### src/mefr_pkg.sv
package mefr_pkg;
	localparam logic [7:0] MEFR_OFS_FLAGS = 8'h34;
	localparam logic [7:0] MEFR_OFS_CLEAR = 8'h38;
	localparam logic [7:0] MEFR_OFS_SET = 8'h3c;
	localparam logic [7:0] MEFR_OFS_IRQ_STS = 8'h40;
	localparam logic [7:0] MEFR_OFS_IRQ_MASK = 8'h44;
	localparam logic [7:0] MEFR_OFS_BUSY_CODE = 8'h9c;
	localparam logic [7:0] MEFR_OFS_OP_RES = 8'ha0;
	localparam logic [7:0] MEFR_OFS_SECTOR = 8'ha4;

	localparam logic [31:0] MEFR_RESET_VAL = 32'h0000_0000;
	// Flag layout: first flash 3:0, second flash 7:4, ROM 8, SRAMs 10:9, ECC 18:16.
	localparam logic [31:0] MEFR_FLAG_MASK = 32'h0007_07ff;
	localparam int MEFR_SECTOR_W = 6;
	localparam logic [31:0] MEFR_SECTOR_MASK = 32'h0000_003f;

	localparam logic [31:0] MEFR_BUSY_NONE = 32'h0000_0000;
	localparam logic [31:0] MEFR_BUSY_FIRST = 32'h0000_0001;
	localparam logic [31:0] MEFR_BUSY_SECOND = 32'h0000_0002;

	localparam logic [31:0] MEFR_RES_SUCCESS = 32'h0000_0000;
	localparam logic [31:0] MEFR_RES_MODE_ERR = 32'hffff_ffd9;
	localparam logic [31:0] MEFR_RES_ECC2_ERR = 32'hffff_ffd8;
	localparam logic [31:0] MEFR_RES_VERIFY_ERR = 32'hffff_ffd7;
	localparam logic [31:0] MEFR_RES_MAP_ERR = 32'hffff_ffd6;
	localparam logic [31:0] MEFR_RES_VERMAP_ERR = 32'hffff_ffd5;

	localparam int MEFR_IRQ_ERR = 0;
	localparam int MEFR_IRQ_DONE = 1;
	localparam logic [31:0] MEFR_IRQ_MASK_BITS = 32'h0000_0003;
endpackage

### src/mefr_regs.sv
// Implementation choice: the Avalon-MM register port.
`timescale 1ns/10ps
module mefr_regs
	import mefr_pkg::*;
(
	// Clock and reset.
	input wire logic mclk,
	input wire logic rst,
	// Register bus.
	input wire logic [7:0] address,
	input wire logic read,
	input wire logic write,
	input wire logic [31:0] writedata,
	input wire logic [3:0] byteenable,
	output logic [31:0] readdata,
	output logic waitrequest,
	// Error events from the memories.
	input wire logic [31:0] errEvent,
	// Background flash engine.
	input wire logic [1:0] flashStart,
	input wire logic flashDone,
	input wire logic [31:0] flashResult,
	input wire logic sectorValid,
	input wire logic [5:0] sectorNum,
	// Status out.
	output logic [31:0] errFlags,
	output logic flashBusy,
	output logic flashOpFailed,
	output logic irq
);
	logic ack_reg;
	logic [31:0] beMask;
	logic [31:0] wval;
	logic wrEn;
	logic rdLoad;
	logic [31:0] clrStb_reg;
	logic [31:0] setStb_reg;
	logic [31:0] flag_reg;
	logic [31:0] evtM;
	logic [31:0] raise;
	logic [31:0] clrOnly;
	logic [31:0] irqSts_reg;
	logic [31:0] irqMask_reg;
	logic [31:0] irqEvt;
	logic [31:0] busy_reg;
	logic [31:0] result_reg;
	logic [MEFR_SECTOR_W-1:0] sector_reg;
	logic pendIdle_reg;
	logic failed_reg;
	logic [31:0] rdata_reg;
	logic knownCode;

	// Every access takes two cycles; the first one registers read data.
	always_ff @(posedge mclk)
	begin
		if (rst)
			ack_reg <= 1'b0;
		else
			ack_reg <= (read | write) & ~ack_reg;
	end

	assign waitrequest = (read | write) & ~ack_reg;
	assign wrEn = write & ack_reg;
	assign rdLoad = read & ~ack_reg;

	genvar g;
	generate
		for (g = 0; g < 4; g++)
		begin : gLane
			assign beMask[8*g +: 8] = {8{byteenable[g]}};
		end
	endgenerate

	assign wval = writedata & beMask;

	// Strobes live for exactly one cycle after the accepted write.
	always_ff @(posedge mclk)
	begin
		if (rst)
			clrStb_reg <= MEFR_RESET_VAL;
		else if (wrEn && address == MEFR_OFS_CLEAR)
			clrStb_reg <= wval & MEFR_FLAG_MASK;
		else
			clrStb_reg <= MEFR_RESET_VAL;
	end

	always_ff @(posedge mclk)
	begin
		if (rst)
			setStb_reg <= MEFR_RESET_VAL;
		else if (wrEn && address == MEFR_OFS_SET)
			setStb_reg <= wval & MEFR_FLAG_MASK;
		else
			setStb_reg <= MEFR_RESET_VAL;
	end

	// Events on reserved positions are dropped so those bits stay zero.
	assign evtM = errEvent & MEFR_FLAG_MASK;
	assign raise = setStb_reg | evtM;
	assign clrOnly = clrStb_reg & ~raise;

	// Setting after clearing means a colliding error is never lost.
	always_ff @(posedge mclk)
	begin
		if (rst)
			flag_reg <= MEFR_RESET_VAL;
		else
			flag_reg <= (flag_reg & ~clrStb_reg) | raise;
	end

	assign errFlags = flag_reg;

	// Interrupt sources: a newly raised error flag and a finished operation.
	always_comb
	begin
		irqEvt = MEFR_RESET_VAL;
		irqEvt[MEFR_IRQ_ERR] = |(raise & ~flag_reg);
		irqEvt[MEFR_IRQ_DONE] = flashDone;
	end

	always_ff @(posedge mclk)
	begin
		if (rst)
			irqSts_reg <= MEFR_RESET_VAL;
		else if (wrEn && address == MEFR_OFS_IRQ_STS)
			irqSts_reg <= (irqSts_reg & ~wval) | irqEvt;
		else
			irqSts_reg <= irqSts_reg | irqEvt;
	end

	always_ff @(posedge mclk)
	begin
		if (rst)
			irqMask_reg <= MEFR_RESET_VAL;
		else if (wrEn && address == MEFR_OFS_IRQ_MASK)
			irqMask_reg <= ((irqMask_reg & ~beMask) | wval) & MEFR_IRQ_MASK_BITS;
	end

	assign irq = |(irqSts_reg & irqMask_reg);

	// Engine updates take priority over software writes to the same word.
	always_ff @(posedge mclk)
	begin
		if (rst)
			busy_reg <= MEFR_BUSY_NONE;
		else if (flashStart[0])
			busy_reg <= MEFR_BUSY_FIRST;
		else if (flashStart[1])
			busy_reg <= MEFR_BUSY_SECOND;
		else if (pendIdle_reg)
			busy_reg <= MEFR_BUSY_NONE;
		else if (wrEn && address == MEFR_OFS_BUSY_CODE)
			busy_reg <= (busy_reg & ~beMask) | wval;
	end

	// Idle is shown one cycle after the result lands, never earlier.
	always_ff @(posedge mclk)
	begin
		if (rst)
			pendIdle_reg <= 1'b0;
		else
			pendIdle_reg <= flashDone;
	end

	always_ff @(posedge mclk)
	begin
		if (rst)
			result_reg <= MEFR_RESET_VAL;
		else if (flashDone)
			result_reg <= flashResult;
		else if (wrEn && address == MEFR_OFS_OP_RES)
			result_reg <= (result_reg & ~beMask) | wval;
	end

	always_comb
	begin
		case (result_reg)
			MEFR_RES_SUCCESS,
			MEFR_RES_MODE_ERR,
			MEFR_RES_ECC2_ERR,
			MEFR_RES_VERIFY_ERR,
			MEFR_RES_MAP_ERR,
			MEFR_RES_VERMAP_ERR: knownCode = 1'b1;
			default: knownCode = 1'b0;
		endcase
	end

	// A stale result is still reported in the first cycle of a running operation, then masked until it ends.
	always_ff @(posedge mclk)
	begin
		if (rst)
			failed_reg <= 1'b0;
		else
			failed_reg <= (busy_reg == MEFR_BUSY_NONE) && knownCode
				&& (result_reg != MEFR_RES_SUCCESS);
	end

	assign flashOpFailed = failed_reg;
	assign flashBusy = (busy_reg != MEFR_BUSY_NONE);

	always_ff @(posedge mclk)
	begin
		if (rst)
			sector_reg <= MEFR_RESET_VAL[MEFR_SECTOR_W-1:0];
		else if (sectorValid)
			sector_reg <= sectorNum;
		else if (wrEn && address == MEFR_OFS_SECTOR)
			sector_reg <= (sector_reg & ~beMask[MEFR_SECTOR_W-1:0])
				| wval[MEFR_SECTOR_W-1:0];
	end

	// Strobe registers and unmapped words read as zero.
	always_ff @(posedge mclk)
	begin
		if (rst)
			rdata_reg <= MEFR_RESET_VAL;
		else if (rdLoad)
		begin
			case (address)
				MEFR_OFS_FLAGS: rdata_reg <= flag_reg;
				MEFR_OFS_CLEAR: rdata_reg <= MEFR_RESET_VAL;
				MEFR_OFS_SET: rdata_reg <= MEFR_RESET_VAL;
				MEFR_OFS_IRQ_STS: rdata_reg <= irqSts_reg;
				MEFR_OFS_IRQ_MASK: rdata_reg <= irqMask_reg;
				MEFR_OFS_BUSY_CODE: rdata_reg <= busy_reg;
				MEFR_OFS_OP_RES: rdata_reg <= result_reg;
				MEFR_OFS_SECTOR: rdata_reg <= {26'h0, sector_reg};
				default: rdata_reg <= MEFR_RESET_VAL;
			endcase
		end
	end

	assign readdata = rdata_reg;
endmodule
### config.mk
export PLATFORM = sky130hd
export DESIGN_NAME = mefr_regs
export DESIGN_NICKNAME = d
export VERILOG_FILES = /design/src/mefr_pkg.sv /design/src/mefr_regs.sv
export SDC_FILE = /design/constraint.sdc
export NUM_CORES = 1
export LEC_CHECK = 0
export ABC_AREA = 1
export BUFFER_PORTS_ARGS = -buffer_cell sky130_fd_sc_hd__buf_2
export CAP_MARGIN = 20
export CORE_AREA = 2 2 139 141
export DETAILED_ROUTE_END_ITERATION = 8
export DIE_AREA = 0 0 141 143
export GPL_TIMING_DRIVEN = 0
export PLACE_DENSITY_LB_ADDON = 0.12
export SLEW_MARGIN = 10
export SYNTH_ARGS = -nofsm -noshare
export SYNTH_HDL_FRONTEND = slang
export SYNTH_SLANG_ARGS = --single-unit
### constraint.sdc
create_clock -name mclk -period 2.6 [get_ports mclk]
set_input_delay 0.13 -clock mclk [delete_from_list [all_inputs] [get_ports mclk]]
set_output_delay 0.13 -clock mclk [all_outputs]
set_load 0.02 [all_outputs]
==> results of run 1 <==
-- cells in the mapped netlist --
cell / instances / area [um2]
nand2_1: 235 / 882.1
nor2_1: 188 / 705.7
dfxtp_1: 181 / 3623
nand3_1: 113 / 565.5
inv_1: 99 / 371.6
o21ai_0: 83 / 415.4
a21oi_1: 66 / 330.3
clkbuf_1: 30 / 112.6
buf_4: 21 / 157.7
o211ai_1: 18 / 135.1
buf_2: 14 / 70.07
a31oi_1: 12 / 75.07
inv_2: 12 / 45.04
nor4_1: 12 / 75.07
o21ai_1: 12 / 60.06
nor3_1: 9 / 45.04
nand4_1: 8 / 50.05
nand2_2: 7 / 43.79
nor2_4: 7 / 78.83
a21oi_2: 6 / 52.55
o21bai_1: 6 / 45.04
o22ai_1: 5 / 31.28
or2_2: 5 / 31.28
nand2_4: 4 / 45.04
buf_6: 3 / 33.78
nor2_2: 3 / 18.77
o31ai_1: 3 / 22.52
a22oi_1: 2 / 15.01
buf_1: 2 / 7.510
clkinv_1: 2 / 7.510
nand3b_1: 2 / 15.01
nor2_8: 2 / 40.04
clkinv_2: 1 / 5.000
conb_1: 1 / 3.750
-- layer usage --
layer	GRT usage	wire (um)	vias to the layer above
met3	0.03856	1675	25
met2	0.4385	12390	297
met4	0.06947	317	0
met1	0.3826	12830	3926
met5	0	0	-
li1	-	-	4244
-- layout make-up --
| class | instances | area, um2 |
|---|---|---|
| Clock buffer | 17 | 425.4 |
| Inverter | 114 | 429.2 |
| Clock inverter | 15 | 215.2 |
| Timing Repair Buffer | 193 | 1181 |
| Fill cell | 1883 | 8185 |
| Sequential cell | 181 | 3623 |
| Buffer | 70 | 381.6 |
| Tap cell | 234 | 292.8 |
| Multi-Input combinational cell | 826 | 3846 |
-- worst min-delay path by stage --
stage	startpoint	endpoint	slack, ns	depth (start not counted)
finish	errEvent[3]	errFlags[3]	-0.006	3
global route	sectorNum[2]	flop	0.01	3
CTS	sectorNum[2]	flop	0.001	3
detailed placement	errEvent[9]	errFlags[9]	0.37	3
global placement	errEvent[9]	errFlags[9]	0.37	3
floorplan	errEvent[6]	errFlags[6]	0.26	2
-- logic make-up after synthesis --
kind of cell | after synthesis
buffers and inverters | 184
other | 1
DFF | 181
AOI/OAI and AO/OA | 213
and+or+nand+nor | 595
-- timing repair --
action / 4_1_cts / 5_1_grt
endpoints found under the hold margin: 49 / 0
gates resized for setup: 0 / 0
hold buffers: 43 / 0
-- power by group --
| group | switching, W | leakage [nW] | internal (W) |
|---|---|---|---|
| Combinational | 0.000418 | 3.06 | 0.000244 |
| Sequential | 0.0000609 | 1.47 | 0.00283 |
| Clock | 0.00120 | 0.314 | 0.00164 |
| Total | 0.00168 | 4.84 | 0.00472 |
-- metrics by stage --
stage,instance area [um2],hold WS (ns),util
2_1_floorplan,8280,0.2566,-
3_3_place_gp,9324,0.3669,0.5018
3_5_place_dp,9324,0.3682,0.5018
4_1_cts,10400,0.001228,0.5595
5_1_grt,10400,0.01232,0.5595
6_report,10400,-0.005777,0.5595
-- worst max-delay path, stage by stage, from the launching register on --
cell and delay, ns:
dfxtp_1 0.36, nor2_1 0.11, nand2_1 0.06, nor4_1 0.24, nand2_1 0.16, nor2_1 0.24, inv_1 0.05, buf_2 0.16
==> flow_metrics.env, run 1 <==
export IMPL_crit_path_end_kind="output port"
export IMPL_clk_pin_slew_ns=0.07
export IMPL_ant_nets=0
export IMPL_violations="hold timing"
export IMPL_p_per_area_nw_per_um2=615.8
export IMPL_fin_cells=1650
export IMPL_htree_levels=4
export IMPL_cts_root_buf="clkbuf_16"
export IMPL_leakage_nw=4.843
export IMPL_worst_slack_ns=0.6443
export IMPL_r2r_end="readdata[18]"
export IMPL_coreArea_um2=18580
export IMPL_crit_type="reg -> out"
export IMPL_wl_per_cell_um=16.49
export IMPL_grt_first_pass_wirelength_um=41870
export IMPL_grt_use_total=0.2712
export IMPL_syn_inst=1174
export IMPL_tritoncts="done"
export IMPL_holdCritPathClass="in -> reg"
export IMPL_synth_top_family_by_area="simple AND/OR/NAND/NOR gates"
export IMPL_fmax_ghz=0.5113
export IMPL_drt_total_wl_um=27210
export IMPL_cts_max_path_buffers=2
export IMPL_io_buffers=150
export IMPL_syn_area_um2=8217
export IMPL_grt_antenna_before_repair=0
export IMPL_dpl_cell_count=1575
export IMPL_required_ns=2.47
export IMPL_layout_nets=1525
export IMPL_slew_headroom=0.4170
export IMPL_drive_above_1_share=0.1886
export IMPL_rows=50
export IMPL_clkLatencyLatePin_ns=0.44
export IMPL_vias=8492
export IMPL_synthAdderAreaFrac=0
export IMPL_num_antenna_cells=0
export IMPL_hold_viol_final=3
export IMPL_drt_initial_drc_count=746
export IMPL_grt_pass1_vias=7717
export IMPL_worstPathArrival_ns=1.83
export IMPL_hold_ws_ns=-0.005777
export IMPL_syn_avg_cell_area_um2=6.999
export IMPL_numCtsBuffers=17
export IMPL_r2r_setup_slack_ns=0.71
export IMPL_ys_seq_elements=181
export IMPL_fin_crit_sh=0.7522
export IMPL_tightest_slew_ns=0.8744
export IMPL_period_minus_slack_ns=1.956
export IMPL_worstSetupEndpoint="flashBusy"
export IMPL_synthSimpleGateAreaFrac=0.3160
export IMPL_slew_viol_final=0
export IMPL_ios=190
export IMPL_fin_total_pwr_w=0.006401
export IMPL_pre_cts_slack_ns=0.4411
export IMPL_clock_sinks=181
export IMPL_initial_core_util=0.4422
export IMPL_critical_path_startpoint_type="flop"
export IMPL_synth_mux_area_frac=0
export IMPL_status="finished, violations left"
export IMPL_cp_max_fo=3
export IMPL_cts_setup_buffers=0
export IMPL_place_congestion=0.9144
export IMPL_first_pass_iters=5
export IMPL_die_w_um=141
export IMPL_finalSetupViolations=0
export IMPL_area_growth_pct=26.51
export IMPL_max_cap_violations=0
export IMPL_grt_overflow=0
export IMPL_drc=0
export IMPL_grt_max_degree=18
export IMPL_layout_common_cells="nand2_1, nor2_1, dfxtp_1, buf_2, nand3_1"
export IMPL_dp_hpwl_um=20490
export IMPL_viasPerCell=5.147
export IMPL_tns_ns=0
export IMPL_fp_dieH_um=143
export IMPL_ff2ff_path_depth=5
export IMPL_yosys_area_share_xor_xnor=0
export IMPL_ys_types=34
export IMPL_synth_compound_area_frac=0.1439
export IMPL_seq_area_frac_synth=0.4410
export IMPL_final_common_cell="nand2_1"
export IMPL_fin_skew_ns=0.01389
export IMPL_rsz0062_at_grt="false"
export IMPL_r2r_start="ack_reg"
export IMPL_yosys_warnings=0
export IMPL_peakVddDrop_v=0.0005058
export IMPL_die_area_um2=20160
Power figures use the tool's default switching activity.
==> inputs of run 2 (changes only) <==
clock period = 1.6 ns   (was 2.6 ns; I/O delays follow)
==> flow_metrics.env, run 2 (same netlist as run 1, synthesis figures left out) <==
export IMPL_grt_pass1_vias=7821
export IMPL_fmax_ghz=0.5713
export IMPL_holdCritPathClass="in -> reg"
export IMPL_clkLatencyLatePin_ns=0.44
export IMPL_finalSetupViolations=1
export IMPL_initial_core_util=0.4422
export IMPL_htree_levels=4
export IMPL_final_core_util=0.5775
export IMPL_cp_max_fo=2
export IMPL_p_per_area_nw_per_um2=974.6
export IMPL_layout_nets=1554
export IMPL_grt_antenna_before_repair=0
export IMPL_clock_sinks=181
export IMPL_rsz0062_at_grt="true"
export IMPL_peakVddDrop_v=0.0008143
export IMPL_viasPerCell=5.131
export IMPL_grt_overflow=0
export IMPL_crit_type="reg -> out"
export IMPL_max_cap_violations=0
export IMPL_worstPathArrival_ns=1.67
export IMPL_fin_skew_ns=0.009287
export IMPL_ant_nets=0
export IMPL_rows=50
export IMPL_worst_slack_ns=-0.1505
export IMPL_cts_root_buf="clkbuf_16"
export IMPL_io_buffers=150
export IMPL_cts_max_path_buffers=2
export IMPL_hold_viol_final=1
export IMPL_drt_initial_drc_count=774
export IMPL_clk_pin_slew_ns=0.07
export IMPL_vias=8615
export IMPL_grt_max_degree=18
export IMPL_fin_crit_sh=1.094
export IMPL_area_growth_pct=30.59
export IMPL_grt_use_total=0.2743
export IMPL_fin_cells=1679
export IMPL_tns_ns=-0.1505
export IMPL_grt_first_pass_wirelength_um=42350
export IMPL_leakage_nw=5.007
export IMPL_tritoncts="done"
export IMPL_r2r_setup_slack_ns=0.10
export IMPL_ff2ff_path_depth=7
export IMPL_dpl_cell_count=1575
export IMPL_place_area_um2=9324
export IMPL_ios=190
export IMPL_status="finished, violations left"
export IMPL_r2r_start="ack_reg"
export IMPL_drive_above_1_share=0.2035
export IMPL_first_pass_iters=5
export IMPL_swShare=0.2622
export IMPL_coreArea_um2=18580
export IMPL_internal_power_w=0.007716
export IMPL_power_frac_seq=0.450
export IMPL_slew_headroom=0.4539
export IMPL_period_minus_slack_ns=1.750
export IMPL_hold_start="flashResult[21]"
export IMPL_drc=0
export IMPL_violations="hold timing, setup timing"
export IMPL_fp_dieH_um=143
export IMPL_final_common_cell="nand2_1"
export IMPL_drt_total_wl_um=27610
export IMPL_num_antenna_cells=0
export IMPL_combPwrFrac=0.109
export IMPL_postLayoutCellArea_um2=10730
export IMPL_hold_ws_ns=-0.008131
export IMPL_slew_viol_final=0
export IMPL_crit_path_end_kind="output port"
export IMPL_switchingPower_w=0.002742
export IMPL_hold_path_cell_count=5
export IMPL_power_frac_clock=0.442
export IMPL_tightest_slew_ns=0.8192
export IMPL_critical_path_startpoint_type="flop"
export IMPL_required_ns=1.52
export IMPL_layout_common_cells="nand2_1, nor2_1, dfxtp_1, buf_2, nand3_1"
export IMPL_wl_per_cell_um=16.45
export IMPL_die_area_um2=20160
export IMPL_numCtsBuffers=17
export IMPL_place_congestion=0.9144
export IMPL_dp_hpwl_um=20490
export IMPL_die_w_um=141
[run 2: cell types whose count changed in the layout (fill, tap and decap cells not counted), sizes merged]
cell,delta
buf,+5
clkinv,-1
dlygate4sd3,+24
inv,+1
[run 2: through the flow]
stage / power [W] / setup slack (ns) / hold slack (ns)
finish: 0.01046 / -0.1505 / -0.008131
global route: 0.01079 / -0.2343 / 0.002391
CTS: 0.01046 / -0.1535 / 0.002528
detailed placement: 0.005786 / -0.5089 / 0.3182
global placement: 0.005781 / -0.5390 / 0.3169
floorplan: 0.005359 / 0.2963 / 0.2066
[run 2: area by class of cell]
class	instances	area, um2
clock buffer	17	425.4
timing repair buffer	222	1459
buffer	70	397.9
multi-input combinational	826	3884
clock inverter	15	215.2
fill	1846	7850
tap	234	292.8
sequential	181	3627
inverter	114	429.2
[run 2: repair_timing]
item                                    4_1_cts  5_1_grt
hold buffers                                 67        0
buffers inserted                              3        2
hold endpoints to repair                     82        0
gates resized for setup                      12       20
pin swaps                                     5        2
endpoints found under the setup margin       58       96
[run 2: per-layer routing]
metal  vias up  global-route usage  wire [um]
li1       4298                   -          -
met1      3950              0.3843      12650
met2       337              0.4460      12590
met3        30             0.04024       2018
met4         0             0.07053        362
met5         -                   0          0
[run 2: critical path: stages, from the launching register on]
cell and delay (ns):
dfxtp_2 0.34, inv_1 0.07, nand2_1 0.06, nor4_2 0.24
nand2_1 0.15, nor2_2 0.17, inv_1 0.05, buf_2 0.15
[run 2: power groups by stage]
| stage | clock network [W] | logic, W | registers (W) |
|---|---|---|---|
| floorplan | 0 | 0.000549 | 0.00481 |
| global placement | 0 | 0.000979 | 0.00480 |
| detailed placement | 0 | 0.000983 | 0.00480 |
| CTS | 0.00464 | 0.00112 | 0.00470 |
| global route | 0.00483 | 0.00125 | 0.00471 |
| finish | 0.00462 | 0.00114 | 0.00470 |
[run 2: how the worst max path moves through the flow]
stage / endpoint / slack (ns) / cells after the start
4_1_cts: flashBusy / -0.15 / 7
2_1_floorplan: flop / 0.30 / 9
6_report: flashBusy / -0.15 / 7
3_3_place_gp: flop / -0.54 / 4
3_5_place_dp: errFlags[3] / -0.51 / 4
5_1_grt: flashBusy / -0.23 / 7
